**config.mk**
```make
export PLATFORM = sky130hd
export DESIGN_NAME = mmp_port
export DESIGN_NICKNAME = d
export VERILOG_FILES = /design/src/mmp_pkg.sv /design/src/mmp_mem.sv /design/src/mmp_port.sv
export SDC_FILE = /design/constraint.sdc
export NUM_CORES = 1
export LEC_CHECK = 0
export ABC_AREA = 1
export BUFFER_PORTS_ARGS = -buffer_cell sky130_fd_sc_hd__buf_4
export CELL_PAD_IN_SITES_DETAIL_PLACEMENT = 1
export CELL_PAD_IN_SITES_GLOBAL_PLACEMENT = 1
export CORE_UTILIZATION = 35
export DETAILED_ROUTE_END_ITERATION = 12
export PLACE_DENSITY_LB_ADDON = 0.12
export SYNTH_ARGS = -nofsm -noshare
export SYNTH_HDL_FRONTEND = slang
export SYNTH_HIERARCHICAL = 1
export SYNTH_SLANG_ARGS = --single-unit
```
**constraint.sdc**
```tcl
create_clock -name clk_sys -period 3.7 [get_ports clk_sys]
set_clock_uncertainty 0.2 [all_clocks]
set_input_delay 0.185 -clock clk_sys [delete_from_list [all_inputs] [get_ports clk_sys]]
set_output_delay 0.185 -clock clk_sys [all_outputs]
set_load 0.05 [all_outputs]
```
**src/mmp_pkg.sv**
```systemverilog
package mmp_pkg;
	// port geometry defaults and limits
	localparam int MMP_DATA_W_DEF  = 32;
	localparam int MMP_ADDR_W_DEF  = 32;
	localparam int MMP_SLV_AW_DEF  = 4;
	localparam int MMP_BURST_W_DEF = 4;
	localparam int MMP_DATA_W_MAX  = 1024;
	localparam int MMP_ADDR_W_MAX  = 32;
	localparam int MMP_BURST_W_MIN = 2;
	localparam int MMP_BURST_W_MAX = 32;
	// pipelined read latency of the slave, in cycles
	localparam int MMP_RD_LAT      = 2;
	// reset values
	localparam logic MMP_BIT_RST   = 1'b0;
	// irq raised when the slave store holds this many written words
	localparam int MMP_IRQ_FILL    = 4;

	// true when x is a power of two
	function automatic bit mmp_is_pow2(input int x);
		return (x > 0) && ((x & (x - 1)) == 0);
	endfunction

	typedef enum logic [3:0] {
		MMP_M_IDLE = 4'b0001,
		MMP_M_REQ  = 4'b0010,
		MMP_M_WAIT = 4'b0100,
		MMP_M_DONE = 4'b1000
	} mmp_mst_e;
endpackage

```
**src/mmp_mem.sv**
```systemverilog
`timescale 1ns/1ps
module mmp_mem
	import mmp_pkg::*;
#(
	parameter int DATA_W = MMP_DATA_W_DEF,
	parameter int AW     = MMP_SLV_AW_DEF
) (
	input  wire logic              clk_sys,
	input  wire logic              wr_en,
	input  wire logic [AW-1:0]     wr_addr,
	input  wire logic [DATA_W-1:0] wr_data,
	input  wire logic [AW-1:0]     rd_addr,
	output logic      [DATA_W-1:0] rd_data_q
);
	logic [DATA_W-1:0] mem [0:(1<<AW)-1];

	// storage has no reset; read data is registered
	always_ff @(posedge clk_sys) begin
		if (wr_en) begin
			mem[wr_addr] <= wr_data;
		end
		rd_data_q <= mem[rd_addr];
	end
endmodule

```
**src/mmp_port.sv**
```systemverilog
`timescale 1ns/1ps
// Function
// read-valid marks edge of valid read data
// burst count 2-32 bits, needs wait-request
// burst start only in first burst cycle
// separate write-ready and read-available outputs
// one shared data bus, 1 to 1024 bits
// no drive while output enable low; the port stops driving one edge after it falls
// interrupt asserted while service is needed
// reset gives a deterministic state
// dynamic sizing needs power-of-two widths
// read and write data equal width
// any slave signal may be unused
// master signals synchronous to one clock
// master holds transfer during wait-request
// master byte address, word aligned only
// master read needs a read data bus
// master read data power of two, 8-1024
// inputs ignored unless chip select asserted
// read-valid one cycle per word
module mmp_port
	import mmp_pkg::*;
#(
	parameter int DATA_W  = MMP_DATA_W_DEF,
	parameter int ADDR_W  = MMP_ADDR_W_DEF,
	parameter int SLV_AW  = MMP_SLV_AW_DEF,
	parameter int BURST_W = MMP_BURST_W_DEF,
	parameter bit DYN_SZ  = 1'b1
) (
	input  wire logic               clk_sys,
	input  wire logic               rst_b,
	// slave port
	input  wire logic               s_chipselect,
	input  wire logic [SLV_AW-1:0]  s_address,
	input  wire logic               s_read,
	input  wire logic               s_write,
	input  wire logic [BURST_W-1:0] s_burstcount,
	input  wire logic               s_beginbursttransfer,
	input  wire logic               s_outputenable,
	input  wire logic [DATA_W-1:0]  s_data_i,
	output logic      [DATA_W-1:0]  s_data_o,
	output logic                    s_data_oe,
	output logic                    s_waitrequest,
	output logic                    s_readdatavalid,
	output logic                    s_readyfordata,
	output logic                    s_dataavailable,
	output logic                    s_irq,
	// user side of the master port
	input  wire logic               u_rd_start,
	input  wire logic [ADDR_W-1:0]  u_rd_addr,
	output logic      [DATA_W-1:0]  u_rd_data,
	output logic                    u_rd_done,
	// master port
	input  wire logic               m_waitrequest,
	input  wire logic [DATA_W-1:0]  m_readdata,
	output logic      [ADDR_W-1:0]  m_address,
	output logic                    m_read
);
	localparam int BYTE_SH = $clog2(DATA_W / 8);
	localparam int CNT_W   = SLV_AW + 1;

	// geometry checks at elaboration, widths are fixed by parameters
	if (DATA_W < 1 || DATA_W > MMP_DATA_W_MAX) $error("bad data width");
	if (DYN_SZ && !mmp_is_pow2(DATA_W)) $error("data width not power of two");
	if (DATA_W < 8 || !mmp_is_pow2(DATA_W)) $error("master read width illegal");
	if (BURST_W < MMP_BURST_W_MIN || BURST_W > MMP_BURST_W_MAX) $error("bad burst width");
	if (ADDR_W < 1 || ADDR_W > MMP_ADDR_W_MAX) $error("bad address width");

	// slave side
	// one data width serves both directions on the shared bus
	logic [SLV_AW-1:0]  wadr_q, wadr_d;
	logic [SLV_AW-1:0]  radr_q, radr_d;
	logic [CNT_W-1:0]   fill_q, fill_d;
	logic [BURST_W-1:0] brem_q, brem_d;
	logic               bwr_q, bwr_d;
	logic [MMP_RD_LAT-1:0] vpipe_q, vpipe_d;
	logic               oe_q, oe_d;
	logic               irq_q, irq_d;
	logic               rfd_q, rfd_d;
	logic               dav_q, dav_d;
	logic               wait_q, wait_d;
	logic               mem_wr;
	logic               rd_take;
	logic [DATA_W-1:0]  mem_rd;
	logic               is_full, is_empty;

	mmp_mem #(.DATA_W(DATA_W), .AW(SLV_AW)) u_mem (
		.clk_sys   (clk_sys),
		.wr_en     (mem_wr),
		.wr_addr   (wadr_q),
		.wr_data   (s_data_i),
		.rd_addr   (radr_q),
		.rd_data_q (mem_rd)
	);

	// full test shared by the write gate, the stall and the ready flag, so they never disagree
	function automatic logic fill_full(input logic [CNT_W-1:0] f);
		return f == CNT_W'(1 << SLV_AW);
	endfunction

	// the slave is a word store read and written as a queue; address is accepted but unused
	always_comb begin
		is_full  = fill_full(fill_q);
		is_empty = (fill_q == '0);
		// writes and reads only count under chip select
		mem_wr  = s_chipselect && s_write && !is_full && !wait_q;
		rd_take = s_chipselect && s_read && !is_empty && !wait_q && !mem_wr;
		wadr_d  = mem_wr ? wadr_q + 1'b1 : wadr_q;
		radr_d  = rd_take ? radr_q + 1'b1 : radr_q;
		fill_d  = fill_q;
		if (mem_wr) begin
			fill_d = fill_q + 1'b1;
		end else if (rd_take) begin
			fill_d = fill_q - 1'b1;
		end
		// burst counter: loaded only on burst start, counts accepted beats
		brem_d = brem_q;
		bwr_d  = bwr_q;
		if (s_chipselect && s_beginbursttransfer) begin
			brem_d = s_burstcount;
			bwr_d  = s_write;
		end else if ((mem_wr || rd_take) && brem_q != '0) begin
			brem_d = brem_q - 1'b1;
		end
		// stall when a beat cannot be taken; needed with burst count
		wait_d = (s_chipselect && s_write && fill_full(fill_d))
			|| (s_chipselect && s_read && fill_d == '0);
		// one valid pulse per taken read, fixed latency
		vpipe_d = {vpipe_q[MMP_RD_LAT-2:0], rd_take};
		// drive enable is output enable under chip select, registered one edge late
		oe_d  = s_chipselect && s_outputenable;
		rfd_d = !fill_full(fill_d);
		dav_d = (fill_d != '0);
		irq_d = (fill_d >= CNT_W'(MMP_IRQ_FILL));
	end

	// registers reset synchronously to a fixed state
	always_ff @(posedge clk_sys) begin
		if (!rst_b) begin
			wadr_q  <= '0;
			radr_q  <= '0;
			fill_q  <= '0;
			brem_q  <= '0;
			bwr_q   <= MMP_BIT_RST;
			vpipe_q <= '0;
			oe_q    <= MMP_BIT_RST;
			irq_q   <= MMP_BIT_RST;
			rfd_q   <= MMP_BIT_RST;
			dav_q   <= MMP_BIT_RST;
			wait_q  <= MMP_BIT_RST;
		end else begin
			wadr_q  <= wadr_d;
			radr_q  <= radr_d;
			fill_q  <= fill_d;
			brem_q  <= brem_d;
			bwr_q   <= bwr_d;
			vpipe_q <= vpipe_d;
			oe_q    <= oe_d;
			irq_q   <= irq_d;
			rfd_q   <= rfd_d;
			dav_q   <= dav_d;
			wait_q  <= wait_d;
		end
	end

	// read data leaves a register and holds until the next valid word
	logic [DATA_W-1:0] rdat_q, rdat_d;
	always_comb begin
		rdat_d = vpipe_q[0] ? mem_rd : rdat_q;
	end
	always_ff @(posedge clk_sys) begin
		if (!rst_b) begin
			rdat_q <= '0;
		end else begin
			rdat_q <= rdat_d;
		end
	end

	assign s_data_o        = rdat_q;
	assign s_data_oe       = oe_q;
	assign s_readdatavalid = vpipe_q[MMP_RD_LAT-1];
	assign s_waitrequest   = wait_q;
	assign s_readyfordata  = rfd_q;
	assign s_dataavailable = dav_q;
	assign s_irq           = irq_q;

	// master side
	mmp_mst_e          mst_q, mst_d;
	logic [ADDR_W-1:0] madr_q, madr_d;
	logic              mrd_q, mrd_d;
	logic [DATA_W-1:0] mdat_q, mdat_d;
	logic              mdone_q, mdone_d;

	// one read at a time; address is forced to a word boundary
	always_comb begin
		mst_d   = mst_q;
		madr_d  = madr_q;
		mrd_d   = mrd_q;
		mdat_d  = mdat_q;
		mdone_d = 1'b0;
		case (mst_q)
			MMP_M_IDLE: begin
				if (u_rd_start) begin
					madr_d = (u_rd_addr >> BYTE_SH) << BYTE_SH;
					mrd_d  = 1'b1;
					mst_d  = MMP_M_REQ;
				end
			end
			MMP_M_REQ, MMP_M_WAIT: begin
				// address and read stay put while the fabric stalls
				if (!m_waitrequest) begin
					mdat_d = m_readdata;
					mrd_d  = 1'b0;
					mdone_d = 1'b1;
					mst_d  = MMP_M_DONE;
				end else begin
					mst_d = MMP_M_WAIT;
				end
			end
			MMP_M_DONE: begin
				mst_d = MMP_M_IDLE;
			end
			default: begin
				mst_d = MMP_M_IDLE;
				mrd_d = 1'b0;
			end
		endcase
	end

	// all master signals run on clk_sys
	always_ff @(posedge clk_sys) begin
		if (!rst_b) begin
			mst_q   <= MMP_M_IDLE;
			madr_q  <= '0;
			mrd_q   <= MMP_BIT_RST;
			mdat_q  <= '0;
			mdone_q <= MMP_BIT_RST;
		end else begin
			mst_q   <= mst_d;
			madr_q  <= madr_d;
			mrd_q   <= mrd_d;
			mdat_q  <= mdat_d;
			mdone_q <= mdone_d;
		end
	end

	assign m_address = madr_q;
	assign m_read    = mrd_q;
	assign u_rd_data = mdat_q;
	assign u_rd_done = mdone_q;
endmodule

```
======== Yosys cells after proc, flatten, opt, wreduce, memory -nomap -nowiden ========
Memory sizes are Yosys's and may differ from the RTL's. A register that Yosys moved wholly into a read port is not among the register bits.
Index checks and enable logic that the tools add are counted.
word-level totals
  memories kept ........................... 1
  memory bits (read-only) ................. 0
  logic and storage cells ................. 66
  latch bits .............................. 0
  RAM bits ................................ 512
  register bits after elaboration ......... 120
operators by class
  shift operators ......................... 0
  div/mod/pow operators ................... 0
  reduce and logical (&&, ||, !) cells .... 24
  magnitude comparators ................... 1
  mux-type cells .......................... 11
  equal/unequal tests ..................... 8
  multipliers ............................. 0
  add/sub/neg operators ................... 4
  bitwise gates (word level) .............. 2
memory list
  name       depth  width  read ports  clocked after Yosys merged registers in  wr ports  line           source
  u_mem.mem  16     32     1           1                                        1         mmp_mem.sv:15  logic [DATA_W-1:0] mem [0:(1<<AW)-1];
operator list
  operator             number
  $eq 5x5->1 const B   2
  $logic_and 1x1->1    10
  $logic_not 5->1      2
  $mux 5               2
  $add 4x1->4 const B  2
  $mux 4               2
  $pmux 4 s2           1
  $reduce_and 2->1     3
  $add 5x1->5 const B  1
  $ge 5x3->1 const B   1
  $logic_not 1->1      5
  $mux 1               5
  $reduce_bool 5->1    1
  $sub 5x1->5 const B  1
  $eq 4x1->1 const B   1
  $eq 4x2->1 const B   1
  $eq 4x3->1 const B   1
  $eq 4x4->1 const B   1
  $ne 2x2->1 const B   2
  $pmux 1 s3           1
  $reduce_and 3->1     1
  $not 1->1            2
  $reduce_or 2->1      1
  $logic_or 1x1->1     1

======== Logic depth before layout (Yosys ltp) ========
  depth after elaboration ................. 11
  mapped depth ............................ 13

======== Cells and area by module ========
Netlist, hierarchy kept.
by module, submodules not included
  module    sequential area each (um^2)  instances  area each (um^2)  cells each
  mmp_mem   16015.4                      1          22730.6           2120
  mmp_port  2402.3                       1          4480.5            577

======== Worst setup path before layout ========
OpenSTA, ideal clock, no wires.
  kind .................................... reg2reg
  start point ............................. reg fill_q[0]
  end point ............................... mem u_mem/mem[4][0] (netlist name) (enable)
  slack ................................... 0.626 ns
  path buffers ............................ 0
  arrival time ............................ 2.453 ns
  library setup time ...................... 0.421 ns
  data required time ...................... 3.079 ns
  stages on the path, launching flop included .. 8
  cell sequence ........................... dfxtp_1 -> inv_1 -> ha_1 -> nand3_2 -> nand2_4 -> inv_6 -> nand3b_1 -> nor2_1
between the ends
  cells in the longest elaborated chain, start to end .. 6
ends and longest elaborated chain
  what                             line             source
  start, declared                  mmp_port.sv:73   logic [CNT_W-1:0] fill_q, fill_d;
  start signal, assigned           mmp_port.sv:154  fill_q <= fill_d;
  $eq 5x5->1                       mmp_port.sv:98   return f == CNT_W'(1 << SLV_AW);
  $logic_not 1->1                  mmp_port.sv:106  mem_wr = s_chipselect && s_write && !is_full && !wait_q;
  $logic_and 1x1->1 (2 in series)  mmp_port.sv:106
  named net mem_wr                 mmp_port.sv:82   logic mem_wr;
  $mux 1                           mmp_mem.sv:19    if (wr_en) begin
  $mux 1 (not written as such)     mmp_mem.sv:20    mem[wr_addr] <= wr_data;
  end, declared                    mmp_mem.sv:15
The timed path passes the listed nets, and every way through them passes these cells.

======== Worst setup path after layout ========
  start point ............................. in s_write
  end point ............................... mem u_mem/mem[15][19] (netlist name) (enable)
between the ends
  cells in the longest elaborated chain, start to end .. 5
ends and longest elaborated chain
  what                             line             source
  start, declared                  mmp_port.sv:36   input wire logic s_write,
  $logic_and 1x1->1 (3 in series)  mmp_port.sv:106
  named net mem_wr                 mmp_port.sv:82
  $mux 1                           mmp_mem.sv:19
  $mux 1 (not written as such)     mmp_mem.sv:20
The timed path passes the listed nets, and every way through them passes these cells.

==> flow_summary.yaml <==
run_status:
  status: "finished, final reports clean"
global_routing:
  groute.usage.overall_pct: 20.47
  grt_pass1_vias: 21040
  grt.overflow.total: 0
  antenna_found_initial: 2
  grt_max_degree: 172
  grt_pass1_wl_mm: 123.0
worst_setup_path:
  slowest_stage: "nor2_4"
  crit_chain: "dlygate4sd3_1 > buf_4 > nand2_1 > dlygate4sd3_1 > nor2_2 > nand2_4 > inv_6 > nand3_1 > nor2_4 > buf_4"
  max_stage_delay_ns: 0.67
  startpoint: "s_write"
  startpoint_type: "input port"
  cp-endpoint: "u_mem/mem[15][19]"
  timing.rr.end: "u_mem/mem[15][19]"
  cp_data_arrival_time_ns: 3.28
  endpoint_kind: "flop"
  reg2reg_from: "fill_q[0]"
  r2r_slack_ns: 0.77
  path_max_fanout: 14
  r2r_cells: 8
  timing_worst_setup_path_type: "in2reg"
  required_ns: 3.80
synth:
  synth_edf_count: 512
  synth_xor_area_share_pct: 0.06437
  synth-compound-area-share_pct: 2.019
  ys_seq_elements: 664
  syn_avg_cell_area_um2: 10.09
  synthesis.instances: 2697
  synth_cell_types: 41
  yosysSeqAreaShare_pct: 67.68
  synth_top_family_by_area: "simple AND/OR/NAND/NOR gates"
  ys_async_sr_fraction_pct: 0
  yosysTopAreaCell: "edfxtp_1"
  synth.area.top_cells: "edfxtp_1 (57%), dfxtp_1 (11%), nand2_1 (10%)"
  syn_area_um2: 27210
  synth_ff_type: "edfxtp_1"
  yosysTopAreaCellShare_pct: 56.50
  yosys-mux-area-fraction_pct: 0
  synth_adder_area_share_pct: 0.1839
  ys_warn_count: 6
  synth-simple-area-share_pct: 21.06
route:
  antenna_left: 0
  drcViolationCount: 0
  wl_per_cell_um: 19.29
  vias_per_cell: 4.770
  dr.pass1.iters: 5
  first_iter_violations: 878
  num_vias: 19740
  route.final.wire_length_mm: 79.79
final_layout:
  fillerInstances: 8493
  final_common_cell: "nand2_1"
  final_cell_mix: "nand2_1 (744), edfxtp_1 (512), nand3_1 (426), inv_1 (411), buf_4 (238)"
  nets: 3161
  multi_input_area_um2: 6476
  seq_area_um2: 18430
  layout-drive-gt1-share_pct: 12.62
  syn2layout_area_growth_pct: 24.02
  post-route-util_pct: 44.14
floorplanning:
  io_pins: 217
  die_area_um2: 78870
  die_w_um: 280.8
  die_h_um: 280.8
  rows: 101
  initial_core_util_pct: 35.59
  core-area_um2: 76450
timing:
  finalHoldViolCount: 0
  grt_setup_unrepaired: "false"
  max_freq_mhz: 314.3
  worst_pin_slew_ns: 0.9283
  fin_crit_sh_pct: 86.00
  fin_crit_ns: 3.182
  totalNegativeSetupSlack_ns: 0
  slew_headroom_pct: 38.11
  layout_setup_ws_ns: 0.5182
  drv_slew: 0
  finalSetupViolations: 0
pwr:
  p_per_area_nw_per_um2: 501.1
  ir_worst_vdd_uv: 331.3
  finalPower_mw: 16.91
  p_leak_nw: 14.38
cts:
  clk_pin_slew_ns: 0.06
  clk_latency_ns: 0.61
  cts-hold-fix-buffers: 160
  postCtsSetupRepairBufs: 0
  clockBufferDepth: 3
  htree_levels: 3
  cts_tree: "yes"
  cts_sinks: 664
  cts_buffers: 76
  cts_root_buffer: "clkbuf_16"
  cts_resized: 0
placement:
  place_congestion: 0.7639
  portBuffers: 203
  pre_cts_slack_ns: 0.7575
  dpl.hpwl_mm: 43.45
worst_hold_path:
  hp-class: "in2reg"
run:
  maxCapViolCount: 0
## flip-flops by register name (all words and copies together), names as in the netlist, 5 cells and up
| name | count |
|---|---|
| fill_q | 5 |
| u_rd_data | 32 |
| u_mem/rd_data_q | 32 |
| m_address | 30 |
| s_data_o | 32 |
| u_mem/mem | 512 |
## cells by family after synthesis
logic type | Yosys count
adder cells (fa/ha/maj) | 4
AO/OA/AOI/OAI | 107
buffers and inverters | 563
other | 1
AND/OR/NAND/NOR | 1356
XOR/XNOR | 2
flip-flops | 664
## per-layer routing
metal / GRT usage [%] / vias up / routed length [µm] / share of wire (%)
met3: 3.142 / 153 / 2757 / 3.5
li1: - / 9409 / - / -
met4: 6.557 / 0 / 2348 / 2.9
met1: 25.25 / 9835 / 34860 / 44
met2: 36.46 / 338 / 39820 / 50
met5: 0 / - / 0 / 0
## Yosys cell counts (all sizes together) (2+ instances only)
master and count:
nand2 748, nand3b 2, ha 4, dfxtp 152
nand3 428, nor4 2, edfxtp 512, o21ai 66
a21oi 36, xor2 2, inv 422, nor3 4
buf 97, clkbuf 43, nand4 3, nor2 166
## area by class of cell
cell class                 instances  area share (%)
clock buffer                     118           6.626
sequential                       664           54.62
inverter                         423           4.742
tap                             1030           3.819
multi-input combinational       1471           19.19
antenna                            1        0.007415
timing repair buffer             408           10.63
clock inverter                    22          0.3634
## power by group
group          internal [mW]  switching (mW)
Sequential              8.17          0.0824
Combinational          0.509           0.986
Clock                   4.21            2.95
Total                   12.9            4.02
## worst max-delay path, delay by kind of cell
family	cells	cell delay (ns)
buf+inv	5	1.75
simple gates	5	1.33
## worst min path at each step
stage / start / to / slack, ns / cells after the start
after global placement: s_outputenable / s_data_oe / 0.20 / 3
after floorplan: s_data_i[0] / u_mem/mem[0][0] / 0.08 / 0
after detailed placement: s_outputenable / s_data_oe / 0.22 / 3
after CTS: s_chipselect / s_readyfordata / 0.08 / 9
after global routing: s_chipselect / radr_q[2] / 0.15 / 7
final: s_chipselect / radr_q[2] / 0.14 / 7
## metrics by stage
stage,area (µm²),hold WS (ns),cells
5_1_grt,33750,0.1524,4137
6_report,33750,0.1403,4137
3_3_place_gp,29780,0.2020,3836
2_1_floorplan,27210,0.08387,2698
4_1_cts,33740,0.07759,4136
3_5_place_dp,29780,0.2162,3836
Power figures use the tool's default switching activity.
